File: src/rtl/rfc_defines.svh
// Constants for the radio front end control block
// Assumes a 20 MHz system clock and a byte-wide register port
`ifndef RFC_DEFINES_SVH
`define RFC_DEFINES_SVH
// ==========================================================
// Register offsets
`define RFC_OFS_CMD        12'h800
`define RFC_OFS_ARG0       12'h801
`define RFC_OFS_ARG1       12'h802
`define RFC_OFS_ARG2       12'h803
`define RFC_OFS_STATUS     12'h804
`define RFC_OFS_RECEIVED_LEVEL_INDICATOR       12'h805
`define RFC_OFS_GAIN_NOW   12'h806
`define RFC_OFS_MODE_B     12'h891
`define RFC_OFS_LOOP_EN    12'h895
`define RFC_OFS_MAN_LEVEL  12'h89e
`define RFC_OFS_MAN_SEL    12'h89f
// ==========================================================
// Command codes
`define RFC_CMD_TX         8'h83
`define RFC_CMD_RX         8'h82
`define RFC_CMD_PWR        8'h8e
`define RFC_CMD_TONE       8'hd1
`define RFC_CMD_PATTERN    8'hd2
`define RFC_CMD_FREQ       8'h86
`define RFC_CMD_SYNTH      8'hc1
`define RFC_CMD_REG        8'h96
`define RFC_CMD_STANDBY    8'h80
`define RFC_CMD_PKT_STAT   8'h1d
// ==========================================================
// Field positions and reset values
`define RFC_HS_MSB         7
`define RFC_HS_LSB         6
`define RFC_HS_ON          2'h3
`define RFC_SEL_BIT        7
`define RFC_LOOP_BIT       0
`define RFC_RST_LOOP_EN    8'h01
`define RFC_RST_MAN_LEVEL  8'h0d
`define RFC_RST_FREQ       24'hb89d89
`define RFC_GAIN_MAX       4'hd
`define RFC_GAIN_LP_MAX    4'ha
// ==========================================================
// Timing, power and packet length
`define RFC_CLK_MHZ        20
`define RFC_RAMP_MIN_US    2
`define RFC_RAMP_MAX_US    20
`define RFC_PWR_MAX        8'h1f
`define RFC_SYNTH_LOCK_CYC 8'h10
`define RFC_PKT_BITS       16'h0100
`endif

File: src/rtl/rfc_pkg.sv
// Types for the radio front end control block
// Assumes rfc_defines.svh is on the include path
package rfc_pkg;
  typedef enum logic [2:0] {
    RFC_SLEEP, RFC_STBY_RC, RFC_STBY_XO, RFC_SYNTH, RFC_RAMP, RFC_TX, RFC_RX
  } rfc_state_t;
  typedef enum logic [1:0] {RFC_TXM_PKT, RFC_TXM_TONE, RFC_TXM_PAT} rfc_txmode_t;
  typedef struct packed {
    logic [7:0] power;
    logic [7:0] ramp_us;
  } rfc_pa_cfg_t;
  typedef struct packed {
    logic       tx_on;
    logic       rx_on;
    logic       synth_on;
    logic       buck_on;
    logic       hs_mode;
    logic [3:0] lna_gain;
  } rfc_fe_ctl_t;
endpackage

File: src/rtl/rfc_frontend_ctrl.sv
// Radio front end control: command interpreter, timeouts, gain selection
// Assumes a host command port on i_clk and synchronous buffer/modem inputs
// ==========================================================
`include "rfc_defines.svh"

module rfc_frontend_ctrl
  import rfc_pkg::*;
#(
  parameter int TICK_W = 16
) (
  input  wire logic        i_clk,
  input  wire logic        i_sys_rst,
  input  wire logic [11:0] i_addr,
  input  wire logic [7:0]  i_wdata,
  input  wire logic        i_wr,
  input  wire logic        i_rd,
  output logic      [7:0]  o_rdata,
  input  wire logic        i_pkt_bit,
  input  wire logic        i_pkt_bit_last,
  input  wire logic        i_rx_detect,
  input  wire logic [7:0]  i_rx_level,
  input  wire logic [3:0]  i_auto_gain,
  input  wire logic        i_slow_tick,
  input  wire logic        i_wake_req,
  input  wire logic        i_host_active,
  output logic             o_fast_rc_on,
  output logic             o_slow_rc_on,
  output logic             o_xtal_on,
  output logic             o_tx_bit,
  output logic             o_tx_bit_valid,
  output logic             o_pkt_bit_req,
  output logic             o_prefilter_on,
  output logic      [7:0]  o_pa_level,
  output logic      [7:0]  o_pa_dac,
  output logic      [23:0] o_carrier_word,
  output rfc_fe_ctl_t      o_fe_ctl
);

  localparam logic [15:0] CYC_PER_US = 16'(`RFC_CLK_MHZ);

  // ==========================================================
  // Synchronisers for pin-level inputs
  logic [1:0] host_sync_ff;
  logic [1:0] wake_sync_ff;
  logic [1:0] tick_sync_ff;
  logic       tick_prev_ff;
  always_ff @(posedge i_clk or posedge i_sys_rst) begin
    if (i_sys_rst) begin
      host_sync_ff <= 2'h0;
      wake_sync_ff <= 2'h0;
      tick_sync_ff <= 2'h0;
      tick_prev_ff <= 1'b0;
    end else begin
      host_sync_ff <= {host_sync_ff[0], i_host_active};
      wake_sync_ff <= {wake_sync_ff[0], i_wake_req};
      tick_sync_ff <= {tick_sync_ff[0], i_slow_tick};
      tick_prev_ff <= tick_sync_ff[1];
    end
  end
  wire tick_pulse = tick_sync_ff[1] & ~tick_prev_ff;

  // ==========================================================
  // Register file
  logic [7:0]    cmd_arg0_ff, cmd_arg1_ff, cmd_arg2_ff;
  logic [7:0]    mode_b_ff, loop_en_ff, man_level_ff, man_sel_ff;
  logic [7:0]    received_level_indicator_ff;
  rfc_pa_cfg_t   pa_cfg_ff;
  logic [23:0]   freq_ff;
  logic          buck_sel_ff, prefilt_ff, xtal_sel_ff, slow_wake_ff;
  rfc_state_t    state_ff;
  rfc_txmode_t   txmode_ff;
  wire           cmd_go = i_wr && (i_addr == `RFC_OFS_CMD);

  always_ff @(posedge i_clk or posedge i_sys_rst) begin
    if (i_sys_rst) begin
      cmd_arg0_ff  <= 8'h00;
      cmd_arg1_ff  <= 8'h00;
      cmd_arg2_ff  <= 8'h00;
      mode_b_ff    <= 8'h00;
      loop_en_ff   <= `RFC_RST_LOOP_EN;
      man_level_ff <= `RFC_RST_MAN_LEVEL;
      man_sel_ff   <= 8'h00;
    end else if (i_wr) begin
      case (i_addr)
        `RFC_OFS_ARG0:      cmd_arg0_ff  <= i_wdata;
        `RFC_OFS_ARG1:      cmd_arg1_ff  <= i_wdata;
        `RFC_OFS_ARG2:      cmd_arg2_ff  <= i_wdata;
        `RFC_OFS_MODE_B:    mode_b_ff    <= i_wdata;
        `RFC_OFS_LOOP_EN:   loop_en_ff   <= i_wdata;
        `RFC_OFS_MAN_LEVEL: man_level_ff <= i_wdata;
        `RFC_OFS_MAN_SEL:   man_sel_ff   <= i_wdata;
        default: ;
      endcase
    end
  end

  // Configuration commands latch their arguments
  always_ff @(posedge i_clk or posedge i_sys_rst) begin
    if (i_sys_rst) begin
      pa_cfg_ff    <= '{power: 8'h00, ramp_us: 8'(`RFC_RAMP_MIN_US)};
      freq_ff      <= `RFC_RST_FREQ;
      buck_sel_ff  <= 1'b0;
      prefilt_ff   <= 1'b0;
      xtal_sel_ff  <= 1'b0;
      slow_wake_ff <= 1'b0;
    end else if (cmd_go) begin
      case (i_wdata)
        `RFC_CMD_PWR: begin
          pa_cfg_ff.power   <= (cmd_arg0_ff > `RFC_PWR_MAX) ? `RFC_PWR_MAX : cmd_arg0_ff;
          pa_cfg_ff.ramp_us <= (cmd_arg1_ff < 8'(`RFC_RAMP_MIN_US)) ? 8'(`RFC_RAMP_MIN_US) :
                               (cmd_arg1_ff > 8'(`RFC_RAMP_MAX_US)) ? 8'(`RFC_RAMP_MAX_US) : cmd_arg1_ff;
          prefilt_ff        <= cmd_arg2_ff[0];
        end
        `RFC_CMD_FREQ: freq_ff <= {cmd_arg2_ff, cmd_arg1_ff, cmd_arg0_ff};
        `RFC_CMD_REG: begin
          if (state_ff == RFC_STBY_RC) begin
            buck_sel_ff <= cmd_arg0_ff[0];
          end
        end
        `RFC_CMD_STANDBY: begin
          xtal_sel_ff  <= cmd_arg0_ff[0];
          slow_wake_ff <= cmd_arg0_ff[1];
        end
        default: ;
      endcase
    end
  end

  // ==========================================================
  // Mode sequencer with timeout and ramp timers
  rfc_state_t         target_ff;
  logic [TICK_W-1:0]  tick_cnt_ff;
  logic [1:0]         tick_base_ff;
  logic [15:0]        cyc_cnt_ff;
  logic               timeout_on_ff;
  wire tx_rx_cmd = cmd_go && (i_wdata == `RFC_CMD_TX || i_wdata == `RFC_CMD_RX ||
                   i_wdata == `RFC_CMD_TONE || i_wdata == `RFC_CMD_PATTERN);

  function automatic logic [15:0] base_cycles(input logic [1:0] b);
    case (b)
      2'h0:    base_cycles = CYC_PER_US;
      2'h1:    base_cycles = 16'(CYC_PER_US * 16'h0010);
      2'h2:    base_cycles = 16'(CYC_PER_US * 16'h0040);
      default: base_cycles = 16'(CYC_PER_US * 16'h0100);
    endcase
  endfunction

  wire base_done = (cyc_cnt_ff == 16'h0001);
  wire timed_out = timeout_on_ff && base_done && (tick_cnt_ff == TICK_W'(1));

  always_ff @(posedge i_clk or posedge i_sys_rst) begin
    if (i_sys_rst) begin
      state_ff      <= RFC_STBY_RC;
      target_ff     <= RFC_STBY_RC;
      txmode_ff     <= RFC_TXM_PKT;
      tick_cnt_ff   <= '0;
      tick_base_ff  <= 2'h0;
      cyc_cnt_ff    <= 16'h0000;
      timeout_on_ff <= 1'b0;
    end else begin
      case (state_ff)
        RFC_SLEEP: begin
          if (host_sync_ff[1] || wake_sync_ff[1] || (slow_wake_ff && tick_pulse)) begin
            state_ff <= RFC_STBY_RC;
          end
        end
        RFC_STBY_RC, RFC_STBY_XO: begin
          if (tx_rx_cmd) begin
            // Synth step before TX or RX
            state_ff      <= RFC_SYNTH;
            target_ff     <= (i_wdata == `RFC_CMD_RX) ? RFC_RX : RFC_TX;
            txmode_ff     <= (i_wdata == `RFC_CMD_TONE) ? RFC_TXM_TONE :
                             (i_wdata == `RFC_CMD_PATTERN) ? RFC_TXM_PAT : RFC_TXM_PKT;
            tick_base_ff  <= cmd_arg0_ff[1:0];
            tick_cnt_ff   <= TICK_W'({cmd_arg2_ff, cmd_arg1_ff});
            timeout_on_ff <= ({cmd_arg2_ff, cmd_arg1_ff} != 16'h0000) &&
                             (i_wdata == `RFC_CMD_TX || i_wdata == `RFC_CMD_RX);
            cyc_cnt_ff    <= 16'(`RFC_SYNTH_LOCK_CYC);
          end else if (cmd_go && i_wdata == `RFC_CMD_SYNTH) begin
            state_ff   <= RFC_SYNTH;
            target_ff  <= RFC_SYNTH;
            cyc_cnt_ff <= 16'(`RFC_SYNTH_LOCK_CYC);
          end else if (cmd_go && i_wdata == `RFC_CMD_STANDBY) begin
            state_ff <= cmd_arg0_ff[0] ? RFC_STBY_XO : RFC_STBY_RC;
          end
        end
        RFC_SYNTH: begin
          if (cyc_cnt_ff > 16'h0001) begin
            cyc_cnt_ff <= cyc_cnt_ff - 16'h0001;
          end else if (target_ff == RFC_RX) begin
            state_ff   <= RFC_RX;
            cyc_cnt_ff <= base_cycles(tick_base_ff);
          end else if (target_ff == RFC_TX) begin
            state_ff   <= RFC_RAMP;
            cyc_cnt_ff <= 16'(pa_cfg_ff.ramp_us * CYC_PER_US);
          end else if (cmd_go && i_wdata == `RFC_CMD_STANDBY) begin
            state_ff <= RFC_STBY_RC;
          end
        end
        RFC_RAMP: begin
          if (cyc_cnt_ff > 16'h0001) begin
            cyc_cnt_ff <= cyc_cnt_ff - 16'h0001;
          end else begin
            state_ff   <= RFC_TX;
            cyc_cnt_ff <= base_cycles(tick_base_ff);
          end
        end
        RFC_TX, RFC_RX: begin
          cyc_cnt_ff <= base_done ? base_cycles(tick_base_ff) : cyc_cnt_ff - 16'h0001;
          if (base_done && tick_cnt_ff != '0) begin
            tick_cnt_ff <= tick_cnt_ff - TICK_W'(1);
          end
          if (timed_out || (state_ff == RFC_TX && txmode_ff == RFC_TXM_PKT && i_pkt_bit_last) ||
              (cmd_go && i_wdata == `RFC_CMD_STANDBY)) begin
            state_ff      <= RFC_STBY_RC;
            timeout_on_ff <= 1'b0;
          end
        end
        default: state_ff <= RFC_STBY_RC;
      endcase
    end
  end

  // ==========================================================
  // Transmit data path
  logic pat_ff;
  logic tx_bit_ff, tx_valid_ff;
  wire  in_tx = (state_ff == RFC_TX);
  always_ff @(posedge i_clk or posedge i_sys_rst) begin
    if (i_sys_rst) begin
      pat_ff      <= 1'b0;
      tx_bit_ff   <= 1'b0;
      tx_valid_ff <= 1'b0;
    end else begin
      pat_ff      <= in_tx ? ~pat_ff : 1'b0;
      tx_valid_ff <= in_tx && (txmode_ff != RFC_TXM_TONE);
      case (txmode_ff)
        RFC_TXM_PKT:  tx_bit_ff <= i_pkt_bit;
        RFC_TXM_PAT:  tx_bit_ff <= pat_ff;
        default:      tx_bit_ff <= 1'b0;
      endcase
    end
  end
  assign o_pkt_bit_req = in_tx && (txmode_ff == RFC_TXM_PKT);

  // ==========================================================
  // Receive level and gain selection
  always_ff @(posedge i_clk or posedge i_sys_rst) begin
    if (i_sys_rst) begin
      received_level_indicator_ff <= 8'h00;
    end else if (state_ff == RFC_RX && i_rx_detect) begin
      received_level_indicator_ff <= i_rx_level;
    end
  end

  wire hs_mode  = (mode_b_ff[`RFC_HS_MSB:`RFC_HS_LSB] == `RFC_HS_ON);
  // Manual only when select bit set and loop enable bit clear
  wire manual   = man_sel_ff[`RFC_SEL_BIT] && !loop_en_ff[`RFC_LOOP_BIT];
  logic [3:0] gain_raw, gain_sel;
  always_comb begin
    // Code 13 is max gain; table in analog
    if (manual) begin
      gain_raw = (man_level_ff[3:0] == 4'h0) ? 4'h1 :
                 (man_level_ff[3:0] > `RFC_GAIN_MAX) ? `RFC_GAIN_MAX : man_level_ff[3:0];
    end else begin
      gain_raw = i_auto_gain;
    end
    // Low power hides top three steps
    gain_sel = (!hs_mode && gain_raw > `RFC_GAIN_LP_MAX) ? `RFC_GAIN_LP_MAX : gain_raw;
  end

  // ==========================================================
  // Read port, data one cycle later
  always_ff @(posedge i_clk or posedge i_sys_rst) begin
    if (i_sys_rst) begin
      o_rdata <= 8'h00;
    end else if (i_rd) begin
      case (i_addr)
        `RFC_OFS_ARG0:      o_rdata <= cmd_arg0_ff;
        `RFC_OFS_ARG1:      o_rdata <= cmd_arg1_ff;
        `RFC_OFS_ARG2:      o_rdata <= cmd_arg2_ff;
        `RFC_OFS_STATUS:    o_rdata <= {buck_sel_ff, xtal_sel_ff, 2'(txmode_ff), 1'b0, 3'(state_ff)};
        `RFC_OFS_RECEIVED_LEVEL_INDICATOR:      o_rdata <= received_level_indicator_ff;
        `RFC_OFS_GAIN_NOW:  o_rdata <= {4'h0, gain_sel};
        `RFC_OFS_MODE_B:    o_rdata <= mode_b_ff;
        `RFC_OFS_LOOP_EN:   o_rdata <= loop_en_ff;
        `RFC_OFS_MAN_LEVEL: o_rdata <= man_level_ff;
        `RFC_OFS_MAN_SEL:   o_rdata <= man_sel_ff;
        default:            o_rdata <= 8'h00;
      endcase
    end else begin
      o_rdata <= 8'h00;
    end
  end

  // ==========================================================
  // Front end and clock controls
  logic [7:0] dac_ff;
  always_ff @(posedge i_clk or posedge i_sys_rst) begin
    if (i_sys_rst) begin
      dac_ff <= 8'h00;
    end else if (state_ff == RFC_RAMP) begin
      // Linear ramp of PA supply reference
      // Top forced on last ramp cycle; short ramps end in one step
      dac_ff <= (dac_ff == 8'hff || cyc_cnt_ff <= 16'h0001) ? 8'hff : dac_ff + 8'h01;
    end else begin
      dac_ff <= in_tx ? 8'hff : 8'h00;
    end
  end

  wire active = (state_ff == RFC_STBY_XO) || (state_ff == RFC_SYNTH) || (state_ff == RFC_RAMP) ||
                in_tx || (state_ff == RFC_RX);
  always_ff @(posedge i_clk or posedge i_sys_rst) begin
    if (i_sys_rst) begin
      o_fe_ctl       <= '0;
      o_fast_rc_on   <= 1'b1;
      o_slow_rc_on   <= 1'b0;
      o_xtal_on      <= 1'b0;
      o_pa_level     <= 8'h00;
      o_carrier_word <= `RFC_RST_FREQ;
      o_prefilter_on <= 1'b0;
      o_tx_bit       <= 1'b0;
      o_tx_bit_valid <= 1'b0;
      o_pa_dac       <= 8'h00;
    end else begin
      o_fe_ctl.tx_on    <= in_tx;
      o_fe_ctl.rx_on    <= (state_ff == RFC_RX);
      o_fe_ctl.synth_on <= active && (state_ff != RFC_STBY_XO);
      o_fe_ctl.buck_on  <= buck_sel_ff && active;
      o_fe_ctl.hs_mode  <= hs_mode;
      o_fe_ctl.lna_gain <= gain_sel;
      // Fast RC on with host traffic
      o_fast_rc_on      <= host_sync_ff[1] || (state_ff != RFC_SLEEP);
      // Slow RC kept for sleep wake
      o_slow_rc_on      <= (state_ff == RFC_SLEEP) && slow_wake_ff;
      o_xtal_on         <= (state_ff != RFC_SLEEP) && (xtal_sel_ff || (active && state_ff != RFC_STBY_XO)
                           || state_ff == RFC_STBY_XO);
      // Level code is -18 dBm plus power
      o_pa_level        <= pa_cfg_ff.power;
      o_carrier_word    <= freq_ff;
      o_prefilter_on    <= prefilt_ff && in_tx;
      o_tx_bit          <= tx_bit_ff;
      o_tx_bit_valid    <= tx_valid_ff;
      o_pa_dac          <= dac_ff;
    end
  end

endmodule // rfc_frontend_ctrl

File: config.mk
export PLATFORM = sky130hd
export DESIGN_NAME = rfc_frontend_ctrl
export DESIGN_NICKNAME = d
export VERILOG_FILES = /design/src/rtl/rfc_pkg.sv /design/src/rtl/rfc_frontend_ctrl.sv
export VERILOG_INCLUDE_DIRS = /design/src /design/src/rtl
export SDC_FILE = /design/constraint.sdc
export NUM_CORES = 1
export LEC_CHECK = 0
export ABC_AREA = 1
export BUFFER_PORTS_ARGS = -buffer_cell sky130_fd_sc_hd__buf_2
export CAP_MARGIN = 20
export CORE_UTILIZATION = 45
export DETAILED_ROUTE_END_ITERATION = 10
export GPL_ROUTABILITY_DRIVEN = 0
export GPL_TIMING_DRIVEN = 0
export PLACE_DENSITY = 0.66
export REMOVE_ABC_BUFFERS = 1
export SLEW_MARGIN = 20
export SYNTH_ARGS = -nofsm -noshare
export SYNTH_HDL_FRONTEND = slang
export SYNTH_SLANG_ARGS = --single-unit
File: constraint.sdc
create_clock -name i_clk -period 6.6 [get_ports i_clk]
set_input_delay 0.33 -clock i_clk [delete_from_list [all_inputs] [get_ports i_clk]]
set_output_delay 0.33 -clock i_clk [all_outputs]
set_load 0.03 [all_outputs]
# Word-level counts from Yosys, hierarchy flattened
# Cells that the tools add are included.
# word_totals
ff_bits,232
latchBits,0
ram_bits,0
rom_bits,0
in_bits,42
out_inout_bits,64
wordCells,219
n_memories,0
# classes
add_sub_neg,3
multipliers,1
div,0
order_cmp,7
n_eq_ne,47
n_shift,0
mux,46
bitwise,3
n_reduce_logical,66
# op_table
op,count
16-bit two-way mux,9
"12-bit == test, second input constant",11
"8-bit == test, second input constant",10
8-bit case mux with 10 select lines,1
16-bit case mux with 4 select lines,1
8-bit two-way mux,7
13-bit case mux with 3 select lines,1
3-bit two-way mux,12
"16-bit by 1-bit == test with 1-bit output, second input constant",2
16-bit case mux with 2 select lines,1
16-bit nonzero test,2
"16-bit by 1-bit subtractor with 16-bit output, second input constant",2
2-bit AND reduction,12
1-bit logical AND,20
"16-bit by 1-bit > comparator with 1-bit output, second input constant",1
"8-bit by 5-bit > comparator with 1-bit output, second input constant",2
"16-bit by 1-bit less-or-equal comparator with 1-bit output, second input constant",1
4-bit two-way mux,4
"3-bit == test, second input constant",5
1-bit logical OR,15
3-bit case mux with 5 select lines,1
"2-bit inequality test, second input constant",6
"4-bit inequality test, second input constant",3
3-bit AND reduction,4
25 further kinds,40

# Longest topological paths before layout
# Gate-level depths: netlist of the first run.
# depth
depth_word,9
depth_mapped,15
ltp_nobuf,14

# Worst setup path before layout of the first run
# No wires, ideal clock.
# synth_timing
path_type,reg2reg
from,reg pa_cfg_ff[3] (netlist bit)
to,reg cyc_cnt_ff[9]
setup_time_ps,116
arrival_ps,1818
setup_slack_ps,4666
path_stages_with_launch,15
synth_period_minus_slack_ps,1934
path_cell_list,dfrtp_1 -> ha_1 -> ha_1 -> inv_1 -> fa_1 -> inv_1 -> nand3_1 -> nand2_1 -> nand2_1 -> nand3_1 -> nand2_1 -> nand3_1 -> nand3_1 -> nand2_1 -> nand2_1
# synth_between
elab_chain_len,5
# synth_rtl
element,line,rtl
from (decl),rfc_frontend_ctrl.sv:67,rfc_pa_cfg_t pa_cfg_ff;
from (signal assigned),rfc_frontend_ctrl.sv:100,"pa_cfg_ff <= '{power: 8'h00, ramp_us: 8'(`RFC_RAMP_MIN_US)};"
8-bit by 3-bit multiplier with 11-bit output,rfc_frontend_ctrl.sv:195,cyc_cnt_ff <= 16'(pa_cfg_ff.ramp_us * CYC_PER_US);
16-bit two-way mux,rfc_frontend_ctrl.sv:193,end else if (target_ff == RFC_TX) begin
16-bit two-way mux,rfc_frontend_ctrl.sv:190,end else if (target_ff == RFC_RX) begin
16-bit two-way mux,rfc_frontend_ctrl.sv:188,if (cyc_cnt_ff > 16'h0001) begin
16-bit case mux with 4 select lines,rfc_frontend_ctrl.sv:161,case (state_ff)
to (signal assigned),rfc_frontend_ctrl.sv:189,cyc_cnt_ff <= cyc_cnt_ff - 16'h0001;
to (signal assigned),rfc_frontend_ctrl.sv:192,cyc_cnt_ff <= base_cycles(tick_base_ff);
to (signal assigned),rfc_frontend_ctrl.sv:195,
to (decl),rfc_frontend_ctrl.sv:134,logic [15:0] cyc_cnt_ff;
# No other way between the ends. The select of a mux whose other input is x is not followed.
# A chain may end at the register's enable or synchronous reset.

# Final worst setup path of the first run
# layout_timing
from,reg state_ff[0]
to,reg tick_cnt_ff[14]
# layout_between
elab_chain_len,4
# layout_rtl
element,line,rtl
from (decl),rfc_frontend_ctrl.sv:70,rfc_state_t state_ff;
from (signal assigned),rfc_frontend_ctrl.sv:184,state_ff <= cmd_arg0_ff[0] ? RFC_STBY_XO : RFC_STBY_RC;
3-bit == test (*),-,
via in_tx,rfc_frontend_ctrl.sv:228,wire in_tx = (state_ff == RFC_TX);
2-bit OR reduction (*),rfc_frontend_ctrl.sv:161,
2-bit inequality test (no line) or 2-bit nonzero test (tied branches),-,
3-bit AND reduction (no line),-,
to (signal assigned),rfc_frontend_ctrl.sv:175,"tick_cnt_ff <= TICK_W'({cmd_arg2_ff, cmd_arg1_ff});"
to (signal assigned),rfc_frontend_ctrl.sv:211,tick_cnt_ff <= tick_cnt_ff - TICK_W'(1);
to (decl),rfc_frontend_ctrl.sv:132,logic [TICK_W-1:0] tick_cnt_ff;
# The timed path passes the listed nets; every way through them passes the cells marked *.

==> impl_metrics.tcl, run 1 <==
set metrics [dict create \
    initial_utilization_pct 45.8 \
    dieWidth_um 162 \
    synth_edf_count 0 \
    synth_cells 1386 \
    worstPathMaxFanout 35 \
    syn_area_per_cell_um2 8.32 \
    io_buffers 105 \
    post-place-ws_ns 4.06 \
    nNetsFinal 1558 \
    critPathCaptureType "flop" \
    synth_cell_type_count 51 \
    syn2layout_area_growth_pct 14.9 \
    status "finished clean" \
    grt_max_degree 98 \
    fin_skew_ns 0.0104 \
    worst_pin_slew_ns 0.648 \
    layout_commonest_cell "nand2_1" \
    coreArea_mm2 0.0252 \
    vdd_ir_drop_max_uv 191 \
    yosys_warnings 0 \
    rr_worst_depth 10 \
    io_pins 106 \
    powerDensity_mw_per_mm2 250 \
    grtUsageMet3_pct 2.83 \
    dr.pass1.iters 5 \
    ant_nets 0 \
    post-route-period-util_pct 38.4 \
    power.total_uw 3310 \
    die_area_mm2 0.0263 \
    synth_top_area_cell "dfrtp_1" \
    cp.required_ns 7.05 \
    synth_area_leaders "dfrtp_1 43%, nand2_1 13%, dfstp_2 7.3%" \
    cts_tree "yes" \
    post_cts_buffers 0 \
    htree_levels 1 \
    grt_pass1_wl_mm 47.0 \
    p_leak_uw 0.00680 \
    grt_pass1_vias 9070 \
    drive_gt1_share_pct 19.4 \
    hp-class "in -> reg" \
    clk_latency_ns 0.53 \
    die_height_um 162 \
    grt.busiest_layer "met2" \
    antenna_found_initial 0 \
    mostFrequentLayoutCells "394 x nand2_1, 200 x dfrtp_1, 147 x inv_1" \
    track_usage_pct 22.6 \
    rsz0062_at_grt "no" \
    wirelength_mm 28.7 \
    wl_per_cell_um 15.6 \
    r2r_start "state_ff[0]" \
    met1_usage_pct 29.9 \
    diodes 0 \
    cts_buffers 26 \
    grt.met2_usage_pct 38.2 \
    cts.repair.resized 0 \
    critPathSlowestCell "dfstp_2" \
    worst_r2r_endpoint "tick_cnt_ff[14]" \
    slew_viol_final 0 \
    crit_family "flip-flops" \
    syn-cell-area_mm2 0.0115 \
    holdPathEnd "received_level_indicator_ff[6]" \
    rows 58 \
    grt.overflow.total 0 \
    critPathMaxStageDelay_ns 0.76 \
    async_reset_ff_share_pct 100 \
    path_clk_slew_ns 0.06 \
    max_slew_margin_pct 56.5 \
    crit_chain "inv_4 > nor2_4 > inv_2 > nand2_4 > inv_2 > o21ai_2 > nand2_4 > inv_4 > nand2_1 > o21ai_1" \
    setup_ws_ns 4.07 \
    finalCriticalPeriod_ns 2.53 \
    hpwlAfterDp_mm 21.0 \
    synth_ff_type "dfrtp_1" \
    yosys_register_bits 232 \
    ys_seq_area_share_pct 50.7 \
    yosys.area.top_type_share_pct 43.4 \
    clock_path_buffers 3 \
    cts_root_buffer "clkbuf_16" \
    worst-path-buf-inv 4 \
    crit_arrival_ns 2.99 \
    via_per_inst 5.11 \
    drc 0 \
    rrSetupSlack_ns 4.07 \
    setup_viol 0 \
    path_class "reg -> reg" \
    hold_start "i_rx_level[6]" \
    cp-start-kind "flop" \
    clock_sinks 232 \
    drt_iter0_drc 881 \
    hold_depth 3 \
    fmax_mhz 395 \
    drv_cap 0 \
    vias 9412 \
    whs_ns 0.0202 \
    post-route-util_pct 52.6 \
    hold_violations 0 \
]
-- how the worst max path moves through the flow --
stage,start,endpoint,slack [ns],cells after the start
finish,state_ff[0],tick_cnt_ff[14],4.07,10
global route,state_ff[2],tick_cnt_ff[14],3.89,10
CTS,state_ff[0],tick_cnt_ff[14],4.05,10
detailed placement,state_ff[0],tick_cnt_ff[14],4.06,10
global placement,i_sys_rst,o_tx_bit,-2.63,2
floorplan,i_sys_rst,buck_sel_ff,-0.04,1
-- tightest hold or removal path, cell delays in order --
cell and delay, ns:
buf_2 0.08, nand2_1 0.04, o21ai_0 0.06
-- synthesized netlist by cell type, types with 2 or more instances --
cell type / count
ha_1: 21
nand2_1: 394
nand2_4: 6
buf_4: 2
nor3_1: 16
nor3_2: 2
nand3_2: 2
nor2_1: 118
o22ai_1: 4
a31oi_1: 2
dfrtp_1: 200
nor2_2: 17
nand2_2: 15
nand4_1: 22
nand3_1: 77
o211ai_1: 4
buf_6: 9
dfstp_2: 32
o31ai_1: 2
nor2_8: 2
nor4_1: 2
nor2_4: 10
a21oi_1: 36
o21ai_2: 20
o21ai_1: 60
inv_1: 148
mux2_2: 7
nand3b_1: 5
or2_2: 4
buf_2: 13
inv_2: 15
inv_4: 4
o21ai_0: 71
clkbuf_1: 6
xnor2_1: 7
xor2_1: 16
-- cell type report --
cell class | instances | area (um2)
fillers | 2353 | 11900
repair buffers | 112 | 641
clock buffers | 37 | 773
multi-input cells | 954 | 4820
flip-flops and latches | 232 | 5850
clock inverters | 10 | 106
well taps | 330 | 413
inverters | 168 | 653
-- state kept, by name (all words and copies together), names as in the netlist, 9 cells and up --
signal	cells
freq_ff	24
cyc_cnt_ff	16
o_fe_ctl	9
o_carrier_word	24
pa_cfg_ff	16
tick_cnt_ff	16
-- stage by stage --
| step | instance area, um2 | instances | TNS, ns |
|---|---|---|---|
| 3_3_place_gp | 12200 | 1789 | -524.06 |
| 6_report | 13300 | 1843 | 0 |
| 4_1_cts | 13300 | 1843 | 0 |
| 3_5_place_dp | 12300 | 1792 | 0 |
| 5_1_grt | 13300 | 1843 | 0 |
| 2_1_floorplan | 11300 | 1354 | -7.67 |
-- timing repair --
action / in CTS / in global routing
endpoints found under the hold margin: 39 / 0
endpoints found under the setup margin: 0 / 0
hold buffers: 4 / 0
-- cells by family after synthesis --
family,count (synthesis),synth area share (%)
and+or+nand+nor,696,26.8
DFF,232,50.7
AOI/OAI and AO/OA,205,9.97
buffers and inverters,200,7.58
xor gates and xnor gates,23,1.75
adders and majority gates,22,2.45
muxes,8,0.770
-- per-layer routing --
metal,vias up,wire (um)
met4,0,924
met5,-,0
met3,60,1450
met1,4437,12400
li1,4637,-
met2,278,13900
-- where the power goes --
group          switching, uW  total [uW]  internal [uW]
Sequential              30.2        1480           1450
Combinational            268         360           92.8
Clock                    579        1470            891
Note: power is estimated with default switching activity, not from simulation.
==> run 2: changes to the inputs <==
PLACE_DENSITY = default   (was 0.66)
clock period = 2.39 ns   (was 6.6 ns; I/O delays follow)
==> run 2 against run 1 <==
Final cell count increased by 0.87%. Sequential share of layout area down 0.43 points. Clock power grew to 2.7 times the previous value.
==> impl_metrics.tcl, run 2 (synthesis results as in run 1) <==
set metrics [dict create \
    status "finished clean" \
    mostFrequentLayoutCells "394 x nand2_1, 199 x dfrtp_1, 147 x inv_1" \
    drv_cap 0 \
    grt_max_degree 107 \
    cp-endpoint "tick_cnt_ff[14]" \
    crit_arrival_ns 2.70 \
    wirelength_mm 29.1 \
    crit_chain "inv_4 > nor2_4 > inv_2 > nand2_8 > inv_4 > o21ai_2 > nand2_4 > inv_6 > nand2_1 > o21ai_1" \
    fin_skew_ns 0.00805 \
    clock_path_buffers 3 \
    grt.busiest_layer "met2" \
    die_area_mm2 0.0263 \
    path_clk_slew_ns 0.06 \
    power.net_switching_uw 2410 \
    fmax_mhz 445 \
    crit_family "flip-flops" \
    worstPathMaxFanout 35 \
    regArea_mm2 0.00585 \
    path_class "reg -> reg" \
    drc 0 \
    p_int_uw 6580 \
    cp-start-kind "flop" \
    stdcell_count 1859 \
    grt_pass1_vias 8916 \
    cts_buffers 26 \
    diodes 0 \
    met1_usage_pct 30.4 \
    max_slew_margin_pct 52.5 \
    cts_tree "yes" \
    vdd_ir_drop_max_uv 500 \
    swShare_pct 26.8 \
    wl_per_cell_um 15.6 \
    via_per_inst 5.05 \
    coreArea_mm2 0.0252 \
    dpl.cell_count 1792 \
    worstSetupStartpoint "state_ff[0]" \
    grt.overflow.total 0 \
    grt.met2_usage_pct 38.5 \
    nNetsFinal 1573 \
    layout_commonest_cell "nand2_1" \
    finalCriticalPeriod_ns 2.25 \
    antenna_found_initial 0 \
    critPathCaptureType "flop" \
    post-route-period-util_pct 94.1 \
    clock_sinks 232 \
    grt_pass1_wl_mm 46.8 \
    io_pins 106 \
    hpwlAfterDp_mm 21.2 \
    hold_violations 0 \
    drive_gt1_share_pct 19.4 \
    hold_depth 4 \
    initial_utilization_pct 45.8 \
    drt_iter0_drc 666 \
    whs_ns 0.0101 \
    crit_top_cell "inv_4" \
    r2r_start "state_ff[0]" \
    hp-class "in -> reg" \
    seq_power_share_pct 45.5 \
    pwr-share-comb_pct 11.2 \
    largestRegisters "freq_ff x24, o_carrier_word x24" \
    worst_r2r_endpoint "tick_cnt_ff[14]" \
    n_fill_cell 2372 \
    track_usage_pct 22.7 \
    critPathMaxStageDelay_ns 0.73 \
    ant_nets 0 \
    worst_pin_slew_ns 0.708 \
    worst-path-buf-inv 4 \
    clockPowerShare_pct 43.3 \
    rsz0062_at_grt "no" \
    die_height_um 162 \
    grtUsageMet3_pct 2.83 \
    io_buffers 105 \
    cp.required_ns 2.85 \
    cts_root_buffer "clkbuf_16" \
    p_leak_uw 0.00684 \
    htree_levels 1 \
    clk_latency_ns 0.53 \
    setup_viol 0 \
    multiInputGateArea_mm2 0.00483 \
    slew_viol_final 0 \
    rr_worst_depth 10 \
    dr.pass1.iters 5 \
    tns_ns 0 \
    critPathSlowestCell "dfstp_4" \
    worst-path-stages 10 \
    syn2layout_area_growth_pct 16.1 \
    powerDensity_mw_per_mm2 672 \
    dieWidth_um 162 \
    rows 58 \
    vias 9392 \
    rrSetupSlack_ns 0.14 \
]
run 2: worst min-delay path by stage:
stage	start	endpoint	slack, ns
2_1_floorplan	i_host_active	host_sync_ff[0]	0.15
3_3_place_gp	i_slow_tick	tick_sync_ff[0]	0.24
3_5_place_dp	i_sys_rst	freq_ff[17]	0.18
4_1_cts	i_rx_detect	received_level_indicator_ff[4]	0.00004
5_1_grt	i_rx_detect	received_level_indicator_ff[4]	0.03
6_report	i_auto_gain[0]	o_fe_ctl[0]	0.01
run 2: power groups by stage:
stage          Sequential, uW  Combinational (uW)  Clock (uW)
2_1_floorplan            4170                 657           0
3_3_place_gp             4160                 971           0
3_5_place_dp             4150                 990           0
4_1_cts                  4090                1020        3990
5_1_grt                  4100                1120        4170
6_report                 4090                1010        3900
run 2: final cells by class:
type	count	area share (%)
Clock inverter	12	0.785
Sequential cell	232	43.7
Multi-Input combinational cell	954	36.1
Inverter	168	4.91
Timing Repair Buffer	127	5.90
Tap cell	330	3.08
Clock buffer	36	5.59
run 2: per-layer routing:
layer	vias to the layer above	routed length, um
met5	-	0
met4	0	652
met3	46	1210
met2	213	14200
met1	4461	13000
li1	4672	-
run 2: repair_timing:
item                       4_1_cts  5_1_grt
hold endpoints to repair        88        0
setup endpoints to repair       29       19
hold buffers                    19        0
gates resized for setup          3        3
buffers inserted                 0        0
run 2: tightest hold or removal path, stage by stage:
cell	delay, ns
buf_2	0.07
or2_2	0.09
nand2_1	0.08
a21oi_1	0.13
run 2: through the flow:
stage | util (%) | power [uW] | instance area, um2 | setup slack, ns
after floorplan | - | 4830 | 11300 | -4.04
after global placement | 48.6 | 5130 | 12200 | -6.81
after detailed placement | 49.0 | 5140 | 12300 | -0.166
after CTS | 53.2 | 9100 | 13400 | 0.0274
after global routing | 53.2 | 9390 | 13400 | 0.00414
final | 53.2 | 9000 | 13400 | 0.141
